[config.mk]
export PLATFORM = sky130hd
export DESIGN_NAME = stcr_core
export DESIGN_NICKNAME = d
export VERILOG_FILES = /design/src/inc/stcr_pkg.sv /design/src/core/stcr_sync.sv /design/src/core/stcr_report.sv /design/src/core/stcr_core.sv
export SDC_FILE = /design/constraint.sdc
export NUM_CORES = 1
export LEC_CHECK = 0
export BUFFER_PORTS_ARGS = -buffer_cell sky130_fd_sc_hd__buf_2
export CORE_UTILIZATION = 55
export DETAILED_ROUTE_END_ITERATION = 12
export PLACE_DENSITY = 0.78
export SYNTH_ARGS = -nofsm -noshare
export SYNTH_HDL_FRONTEND = slang
export SYNTH_SLANG_ARGS = --single-unit
export TNS_END_PERCENT = 50
[constraint.sdc]
create_clock -name clock_i -period 2.6 [get_ports clock_i]
set_input_delay 0 -clock clock_i [delete_from_list [all_inputs] [get_ports clock_i]]
set_output_delay 0 -clock clock_i [all_outputs]
set_load 0.01 [all_outputs]
[src/inc/stcr_pkg.sv]
// shared constants and types for the target completion reporter
package stcr_pkg;

	// -----------------------------------------------------------------
	// report codes
	// -----------------------------------------------------------------
	localparam logic [7:0] CODE_BUS_RESET    = 8'h01;
	localparam logic [7:0] CODE_TIMEOUT      = 8'h2c;
	localparam logic [7:0] CODE_TIMEOUT_MSG  = 8'h20;
	localparam logic [7:0] CODE_ATN          = 8'h42;
	localparam logic [7:0] CODE_ATN_RX       = 8'h43;
	localparam logic [7:0] CODE_DONE         = 8'h60;
	localparam logic [7:0] CODE_DONE_ATN     = 8'h61;
	localparam logic [7:0] CODE_DONE_ATN_RX  = 8'h62;
	localparam logic [7:0] CODE_NO_COUNT     = 8'h65;

	// -----------------------------------------------------------------
	// step values
	// -----------------------------------------------------------------
	localparam logic [7:0] STEP_PRE          = 8'h00;
	localparam logic [7:0] STEP_FIRST        = 8'h01;
	localparam logic [7:0] STEP_MSGIN        = 8'h02;
	localparam logic [7:0] STEP_CLOSE_AFTER  = 8'h03;
	localparam logic [7:0] STEP_XFER_AFTER   = 8'h02;
	localparam logic [7:0] STEP_ONE          = 8'h01;
	localparam logic [7:0] STEP_NO_COUNT     = 8'h01;

	localparam logic [7:0] MSG_COUNT_EMPTY   = 8'h00;

	// synchroniser width: bus reset and attention
	localparam int         SYNC_WIDTH        = 2;
	localparam int         SYNC_BUS_RESET    = 0;
	localparam int         SYNC_ATN          = 1;

	// -----------------------------------------------------------------
	// enumerations and carriers
	// -----------------------------------------------------------------
	typedef enum logic [1:0] {
		CMD_CLOSE   = 2'h0,
		CMD_LINK    = 2'h1,
		CMD_RELEASE = 2'h2,
		CMD_SEND    = 2'h3
	} stcr_cmd_kind_type;

	typedef enum logic [1:0] {
		PH_STATUS = 2'h0,
		PH_MSGIN  = 2'h1,
		PH_MSGOUT = 2'h2
	} stcr_phase_type;

	typedef struct packed {
		stcr_cmd_kind_type kind;
		logic              auto_rx;
	} stcr_cmd_type;

	typedef struct packed {
		logic [7:0] code;
		logic [7:0] step;
	} stcr_report_type;

endpackage : stcr_pkg

[src/core/stcr_sync.sv]
// two-stage synchroniser for the bus-side levels
`timescale 1ns/1ps
module stcr_sync
	import stcr_pkg::*;
(
	input  wire logic                  clock_i,
	input  wire logic                  rst_i,
	input  wire logic [SYNC_WIDTH-1:0] async_i,
	output logic      [SYNC_WIDTH-1:0] sync_o
);

	// -----------------------------------------------------------------
	// per-bit flop pair; the first stage feeds only the second
	// -----------------------------------------------------------------
	logic [SYNC_WIDTH-1:0] meta;

	for (genvar b = 0; b < SYNC_WIDTH; b++) begin : g_bit
		always_ff @(posedge clock_i or posedge rst_i) begin
			if (rst_i) begin
				meta[b]   <= 1'b0;
				sync_o[b] <= 1'b0;
			end else begin
				meta[b]   <= async_i[b];
				sync_o[b] <= meta[b];
			end
		end
	end

endmodule : stcr_sync

[src/core/stcr_report.sv]
// report holder: keeps one code and step until the host takes it
`timescale 1ns/1ps
module stcr_report
	import stcr_pkg::*;
(
	input  wire logic            clock_i,
	input  wire logic            rst_i,
	input  wire logic            load_i,
	input  stcr_pkg::stcr_report_type data_i,
	input  wire logic            take_i,
	output logic                 valid_o,
	output stcr_pkg::stcr_report_type data_o
);

	logic            next_valid;
	stcr_report_type next_data;

	// -----------------------------------------------------------------
	// a load in the take cycle wins, so no report is lost
	// -----------------------------------------------------------------
	always_comb begin
		next_valid = valid_o;
		next_data  = data_o;
		if (take_i) begin
			next_valid = 1'b0;
		end
		if (load_i) begin
			next_valid = 1'b1;
			next_data  = data_i;
		end
	end

	always_ff @(posedge clock_i or posedge rst_i) begin
		if (rst_i) begin
			valid_o <= 1'b0;
			data_o  <= '0;
		end else begin
			valid_o <= next_valid;
			data_o  <= next_data;
		end
	end

endmodule : stcr_report

[src/core/stcr_core.sv]
// completion and exception reporter for four target sequence commands
// -----------------------------------------------------------------
// Contract
// - close commands: bus reset steps 00/01/02
// - close commands: reset after message-in, step 03
// - close commands: status timeout gives 2Ch/01h
// - close commands: message-in timeout gives 20h/02h
// - attention without auto receive gives 42h, or 61h at a linked or send end
// - attention with auto receive: take message, 43h, or 62h at a linked or send end
// - close commands complete with 60h/03h
// - linked close: attention after message-in gives 61h or 62h, 03h
// - reset or timeout ends command at once
// - release/send: bus reset steps 00/01
// - release/send: reset after transfer, step 02
// - release/send: timeout gives 2Ch/01h
// - release: attention after message-in, step 01
// - release/send complete with 60h/02h
// - send: attention gives 61h or 62h, 02h
// - send with zero count refused, 65h/01h
// -----------------------------------------------------------------
`timescale 1ns/1ps
module stcr_core
	import stcr_pkg::*;
(
	input  wire logic                  clock_i,
	input  wire logic                  rst_i,
	input  wire logic                  cmd_valid_i,
	input  stcr_pkg::stcr_cmd_type     cmd_i,
	input  wire logic [7:0]            msg_count_i,
	input  wire logic                  bus_reset_i,
	input  wire logic                  atn_i,
	input  wire logic                  phase_done_i,
	input  wire logic                  timeout_i,
	input  wire logic                  msg_rcvd_i,
	input  wire logic                  report_take_i,
	output logic                       cmd_ready_o,
	output logic                       phase_run_o,
	output stcr_pkg::stcr_phase_type   phase_sel_o,
	output logic                       report_valid_o,
	output stcr_pkg::stcr_report_type  report_o
);

	// -----------------------------------------------------------------
	// state
	// -----------------------------------------------------------------
	typedef enum logic [6:0] {
		ST_IDLE   = 7'h01,
		ST_PRE    = 7'h02,
		ST_STATUS = 7'h04,
		ST_MSGIN  = 7'h08,
		ST_XFER   = 7'h10,
		ST_GAP    = 7'h20,
		ST_RX     = 7'h40
	} stcr_state_type;

	stcr_state_type  state;
	stcr_state_type  next_state;
	stcr_cmd_type    cmd;
	stcr_cmd_type    next_cmd;
	logic [7:0]      step;
	logic [7:0]      next_step;
	logic            next_ready;
	logic            next_run;
	stcr_phase_type  next_sel;
	logic            rpt_load;
	stcr_report_type rpt_data;
	logic [SYNC_WIDTH-1:0] pins_sync;
	logic            bus_rst;
	logic            atn;
	logic            is_close;
	logic            is_final;
	logic [7:0]      final_step;

	// -----------------------------------------------------------------
	// bus-side levels come from another timing world
	// -----------------------------------------------------------------
	stcr_sync u_sync (
		.clock_i (clock_i),
		.rst_i   (rst_i),
		.async_i ({atn_i, bus_reset_i}),
		.sync_o  (pins_sync)
	);

	assign bus_rst    = pins_sync[SYNC_BUS_RESET];
	assign atn        = pins_sync[SYNC_ATN];
	assign is_close   = (cmd.kind == CMD_CLOSE) || (cmd.kind == CMD_LINK);
	assign final_step = is_close ? STEP_CLOSE_AFTER : STEP_XFER_AFTER;
	assign is_final   = (step == final_step);

	// attention report; the linked and send ends use their own codes
	function automatic stcr_report_type atn_report(
		input stcr_cmd_kind_type kind,
		input logic              fin,
		input logic [7:0]        cur_step,
		input logic              received
	);
		stcr_report_type r;
		r.code = received ? CODE_ATN_RX : CODE_ATN;
		r.step = fin ? cur_step - STEP_ONE : cur_step;
		if (fin && (kind == CMD_LINK || kind == CMD_SEND)) begin
			r.code = received ? CODE_DONE_ATN_RX : CODE_DONE_ATN;
			r.step = cur_step;
		end
		return r;
	endfunction : atn_report

	// -----------------------------------------------------------------
	// sequence control
	// -----------------------------------------------------------------
	always_comb begin
		next_state = state;
		next_cmd   = cmd;
		next_step  = step;
		rpt_load   = 1'b0;
		rpt_data   = '0;
		unique case (state)
			ST_IDLE: begin
				if (cmd_valid_i && cmd_ready_o) begin
					next_cmd  = cmd_i;
					next_step = STEP_PRE;
					if (cmd_i.kind == CMD_SEND && msg_count_i == MSG_COUNT_EMPTY) begin
						rpt_load      = 1'b1;
						rpt_data.code = CODE_NO_COUNT;
						rpt_data.step = STEP_NO_COUNT;
					end else begin
						next_state = ST_PRE;
					end
				end
			end
			ST_PRE: begin
				if (bus_rst) begin
					rpt_load      = 1'b1;
					rpt_data.code = CODE_BUS_RESET;
					rpt_data.step = step;
					next_state    = ST_IDLE;
				end else begin
					next_state = is_close ? ST_STATUS : ST_XFER;
					next_step  = STEP_FIRST;
				end
			end
			ST_STATUS, ST_MSGIN, ST_XFER: begin
				if (bus_rst) begin
					rpt_load      = 1'b1;
					rpt_data.code = CODE_BUS_RESET;
					rpt_data.step = step;
					next_state    = ST_IDLE;
				end else if (timeout_i) begin
					rpt_load      = 1'b1;
					rpt_data.code = (state == ST_MSGIN) ? CODE_TIMEOUT_MSG : CODE_TIMEOUT;
					rpt_data.step = step;
					next_state    = ST_IDLE;
				end else if (phase_done_i) begin
					next_state = ST_GAP;
					if (state != ST_STATUS) begin
						next_step = step + STEP_ONE;
					end
				end
			end
			ST_GAP: begin
				if (bus_rst) begin
					rpt_load      = 1'b1;
					rpt_data.code = CODE_BUS_RESET;
					rpt_data.step = step;
					next_state    = ST_IDLE;
				end else if (atn) begin
					if (cmd.auto_rx) begin
						next_state = ST_RX;
					end else begin
						rpt_load   = 1'b1;
						rpt_data   = atn_report(cmd.kind, is_final, step, 1'b0);
						next_state = ST_IDLE;
					end
				end else if (is_final) begin
					rpt_load      = 1'b1;
					rpt_data.code = CODE_DONE;
					rpt_data.step = step;
					next_state    = ST_IDLE;
				end else begin
					next_state = ST_MSGIN;
					next_step  = STEP_MSGIN;
				end
			end
			ST_RX: begin
				if (bus_rst) begin
					rpt_load      = 1'b1;
					rpt_data.code = CODE_BUS_RESET;
					rpt_data.step = step;
					next_state    = ST_IDLE;
				end else if (timeout_i) begin
					rpt_load      = 1'b1;
					rpt_data.code = CODE_TIMEOUT;
					rpt_data.step = STEP_FIRST;
					next_state    = ST_IDLE;
				end else if (msg_rcvd_i) begin
					rpt_load   = 1'b1;
					rpt_data   = atn_report(cmd.kind, is_final, step, 1'b1);
					next_state = ST_IDLE;
				end
			end
			default: begin
				next_state = ST_IDLE;
			end
		endcase
	end

	// -----------------------------------------------------------------
	// phase request and readiness, registered so the ports are clean
	// -----------------------------------------------------------------
	always_comb begin
		next_run = 1'b0;
		next_sel = PH_STATUS;
		unique case (next_state)
			ST_STATUS: begin
				next_run = 1'b1;
				next_sel = PH_STATUS;
			end
			ST_MSGIN, ST_XFER: begin
				next_run = 1'b1;
				next_sel = PH_MSGIN;
			end
			ST_RX: begin
				next_run = 1'b1;
				next_sel = PH_MSGOUT;
			end
			default: begin
				next_run = 1'b0;
				next_sel = PH_STATUS;
			end
		endcase
		// a new command waits until the last report has been taken
		next_ready = (next_state == ST_IDLE) && !rpt_load &&
			!(report_valid_o && !report_take_i);
	end

	always_ff @(posedge clock_i or posedge rst_i) begin
		if (rst_i) begin
			state       <= ST_IDLE;
			cmd         <= '{kind: CMD_CLOSE, auto_rx: 1'b0};
			step        <= STEP_PRE;
			cmd_ready_o <= 1'b0;
			phase_run_o <= 1'b0;
			phase_sel_o <= PH_STATUS;
		end else begin
			state       <= next_state;
			cmd         <= next_cmd;
			step        <= next_step;
			cmd_ready_o <= next_ready;
			phase_run_o <= next_run;
			phase_sel_o <= next_sel;
		end
	end

	// -----------------------------------------------------------------
	// report holder
	// -----------------------------------------------------------------
	stcr_report u_report (
		.clock_i (clock_i),
		.rst_i   (rst_i),
		.load_i  (rpt_load),
		.data_i  (rpt_data),
		.take_i  (report_take_i),
		.valid_o (report_valid_o),
		.data_o  (report_o)
	);
endmodule : stcr_core

==> results.py <==
metrics = {
    "run_status": {
        "status": "complete, no violations",
    },
    "route": {
        "met1Wirelength_um": 3055,
        "postRouteAntennaNets": 0,
        "drt_wl_total_um": 6594,
        "dr.pass1.iters": 6,
        "route.met3.wl_um": 428,
        "route.met2.wl_um": 2969,
        "drc_errors": 0,
        "dr.first_iter.drc_count": 235,
        "wl_per_cell_um": 16.99,
        "topRoutingLayerUsed": "met4",
        "route.vias.total": 2382,
        "via_per_inst": 6.139,
    },
    "finish": {
        "syn_to_final_growth_pct": 19.13,
        "final_cells": 388,
        "num_antenna_cells": 0,
        "layout.filler_cells": 358,
        "final_nets": 358,
        "layout-drive-gt1-share": 0.2619,
    },
    "die": {
        "core-area_um2": 4444,
        "die_w_um": 70.79,
        "rows": 24,
        "dieArea_um2": 5011,
        "initial_core_util": 0.5856,
        "ios": 41,
        "die_h_um": 70.79,
    },
    "logic_synthesis": {
        "syn_area_um2": 2602,
        "synthTopCellsByArea": "dfrtp_1 (38%), o21ai_0 (3.5%), nor2_1 (3.5%)",
        "postSynthAreaPerCell_um2": 9.229,
        "syn_inst": 282,
        "synth_xor_area_frac": 0.01683,
        "synthSimpleGateAreaFrac": 0.2822,
        "synth_top_family_by_area": "simple AND/OR/NAND/NOR gates",
        "synthAdderAreaFrac": 0.01442,
        "synth_edf_count": 0,
        "yosysSeqAreaShare": 0.3947,
        "synthMuxAreaShare": 0.01731,
        "synth_compound_area_frac": 0.2183,
        "yosysUniqueCellTypes": 65,
        "synth_top_area_share": 0.3846,
        "yosys_register_bits": 41,
        "synthFlopType": "dfrtp_1",
        "synth_top_area_cell": "dfrtp_1",
        "async_flop_share": 1.000,
        "yosysWarnings": 0,
    },
    "cts": {
        "clk_path_buf_depth": 2,
        "cts_buffers": 5,
        "cts_tree": "yes",
        "cts_htree_levels": 2,
        "insertion_delay_ns": 0.30,
        "cts_root_buf": "clkbuf_8",
        "cts_resized": 0,
        "cts_sinks": 41,
        "clkTransAtPathRegs_ns": 0.08,
    },
    "pwr": {
        "pwr-share-clk": 0.236,
        "p_per_area_nw_per_um2": 842.4,
        "pwr-share-comb": 0.406,
        "intPower_mw": 1.616,
        "switchingPower_uw": 996.4,
        "p_seq_frac": 0.358,
        "ir_drop_mv": 0.7309,
        "switching_share": 0.3815,
        "p_leak_nw": 1.446,
    },
    "hold_path": {
        "min_path_type": "input port to flop",
    },
    "sta": {
        "clock.fmax_mhz": 407.1,
        "tightest_slew_ns": 0.6803,
        "rsz0062_at_grt": "false",
        "setup_viol_count_final": 0,
        "tns_ns": 0,
        "timing.final.ws_setup_ns": 0.1436,
        "slew_headroom": 0.5464,
        "finalHoldViolations": 0,
        "finalCritPeriodShare": 0.9448,
        "skew_ns": 0.004516,
        "slew_violations": 0,
        "hold_ws_ns": 0.04287,
        "fin_crit_ns": 2.456,
    },
    "critical_path": {
        "worstPathArrival_ns": 2.65,
        "cp_max_fo": 7,
        "worstPathRequired_ns": 2.79,
        "critical_path_class": "flop to flop",
        "cp-start-kind": "flop",
        "r2r_slack_ns": 0.14,
        "end_kind": "flop",
    },
    "global_routing": {
        "grt_max_degree": 42,
        "grt_pass1_vias": 2276,
        "track_usage": 0.2877,
        "antenna_found_initial": 0,
        "grt_pass1_wl_um": 11040,
        "grt_remaining_overflow": 0,
    },
    "run": {
        "maxCapViolCount": 0,
    },
    "place": {
        "place_hpwl_um": 4871,
        "post-place-ws_ns": 0.1521,
        "dp.cells": 373,
        "port_buffers": 38,
        "gp_congestion": 0.9307,
    },
}
## sequential cells by signal, indices dropped and copies added, names as in the netlist
signal            flops
phase_run_o           1
cmd_ready_o           1
state                 7
u_report.data_o      14
phase_sel_o           2
u_report.valid_o      1
step                  8
cmd                   3
u_sync.meta           2
u_sync.sync_o         2
## per-stage QoR
stage	total power, mW	util	instance area (um2)
after detailed placement	1.981	0.6517	2897
after CTS	2.611	0.6976	3100
final	2.612	0.6976	3100
after floorplan	1.677	-	2606
after global placement	1.961	0.6517	2897
after global routing	2.778	0.6976	3100
## worst max-delay path, cell delays in order (launching register included)
cell     delay [ns]
dfrtp_1        0.44
or4b_4         0.57
or3_1          0.46
inv_6          0.11
ha_1           0.22
a21oi_1        0.12
o22a_1         0.15
a21oi_1        0.04
o31a_1         0.24
## layer usage
metal	track usage	up-vias
met5	0	-
met4	0.09778	0
met3	0.06125	12
met2	0.4402	86
met1	0.4077	1141
li1	-	1143
## power by group through the flow
stage | combinational (mW) | clock (mW) | sequential [mW]
after CTS | 1.05 | 0.624 | 0.933
after global placement | 1.02 | 0 | 0.939
after floorplan | 0.780 | 0 | 0.898
after detailed placement | 1.04 | 0 | 0.944
after global routing | 1.17 | 0.648 | 0.955
final | 1.06 | 0.615 | 0.936
## cells in the mapped netlist, types with 4 or more instances
cell,count
nor2_1,24
o31ai_1,4
dfrtp_1,40
inv_1,7
mux2_2,4
nand3_1,9
or3_1,4
a211oi_1,4
a22o_1,5
nor3_1,7
nand4_1,4
a31oi_1,5
clkbuf_1,11
o21ai_0,18
nand2_1,22
and3_1,7
nand2b_1,6
nor2b_1,7
a21oi_1,14
## cell type report
class                   instances  area (um2)  share of cell area
multi-input cells             215        1436              0.4633
repair buffers                 64       402.9              0.1299
clock buffers                   5       68.82             0.02220
well taps                      52       65.06             0.02098
clock inverters                 3       65.06             0.02098
inverters                       8       35.03             0.01130
flip-flops and latches         41        1027              0.3313
## cells by family (layout without fill, tap and decap cells)
family          count (synthesis)  count (layout)
flops                          41              41
mux                             4               4
other cells                     1               2
compound gates                 80              80
simple gates                  121             121
fa+ha+maj                       3               3
buf+inv                        27              80
xor+xnor                        5               5
## worst paths after layout
check                          startpoint                  to  cells past startpoint
max in group asynchronous           rst_i            state[0]                      4
max reg2reg                       step[5]  u_report.data_o[0]                      8
min in group asynchronous           rst_i  u_report.data_o[6]                      4
min reg2reg                u_sync.meta[0]    u_sync.sync_o[0]                      0
max                               step[5]  u_report.data_o[0]                      8
min                          phase_done_i            state[5]                      3
## cells in the final DEF (no fill, tap or decap), types with 3 or more instances in the layout
master         instances
a211oi_1               4
a21o_1                 3
a21oi_1               14
a22o_1                 5
a31oi_1                5
and2_1                 3
and3_1                 7
buf_2                 38
buf_4                 19
clkbuf_8               5
dfrtp_1               40
dlygate4sd3_1          7
ha_1                   3
inv_1                  7
mux2_2                 4
nand2_1               22
nand2b_1               6
nand3_1                9
nand4_1                4
nor2_1                24
nor2b_1                7
nor3_1                 7
nor4_1                 3
nor4b_1                3
o21a_1                 3
o21ai_0               18
o22ai_1                3
o2bb2ai_1              3
o31ai_1                4
or2_2                  3
or3_1                  4
or4_1                  3
xnor2_1                3
## what timing repair did
action,in CTS,in global routing
setup endpoints to repair,0,0
hold buffers,7,0
hold endpoints to repair,46,0
buffers inserted,0,0
Power figures use the tool's default switching activity.
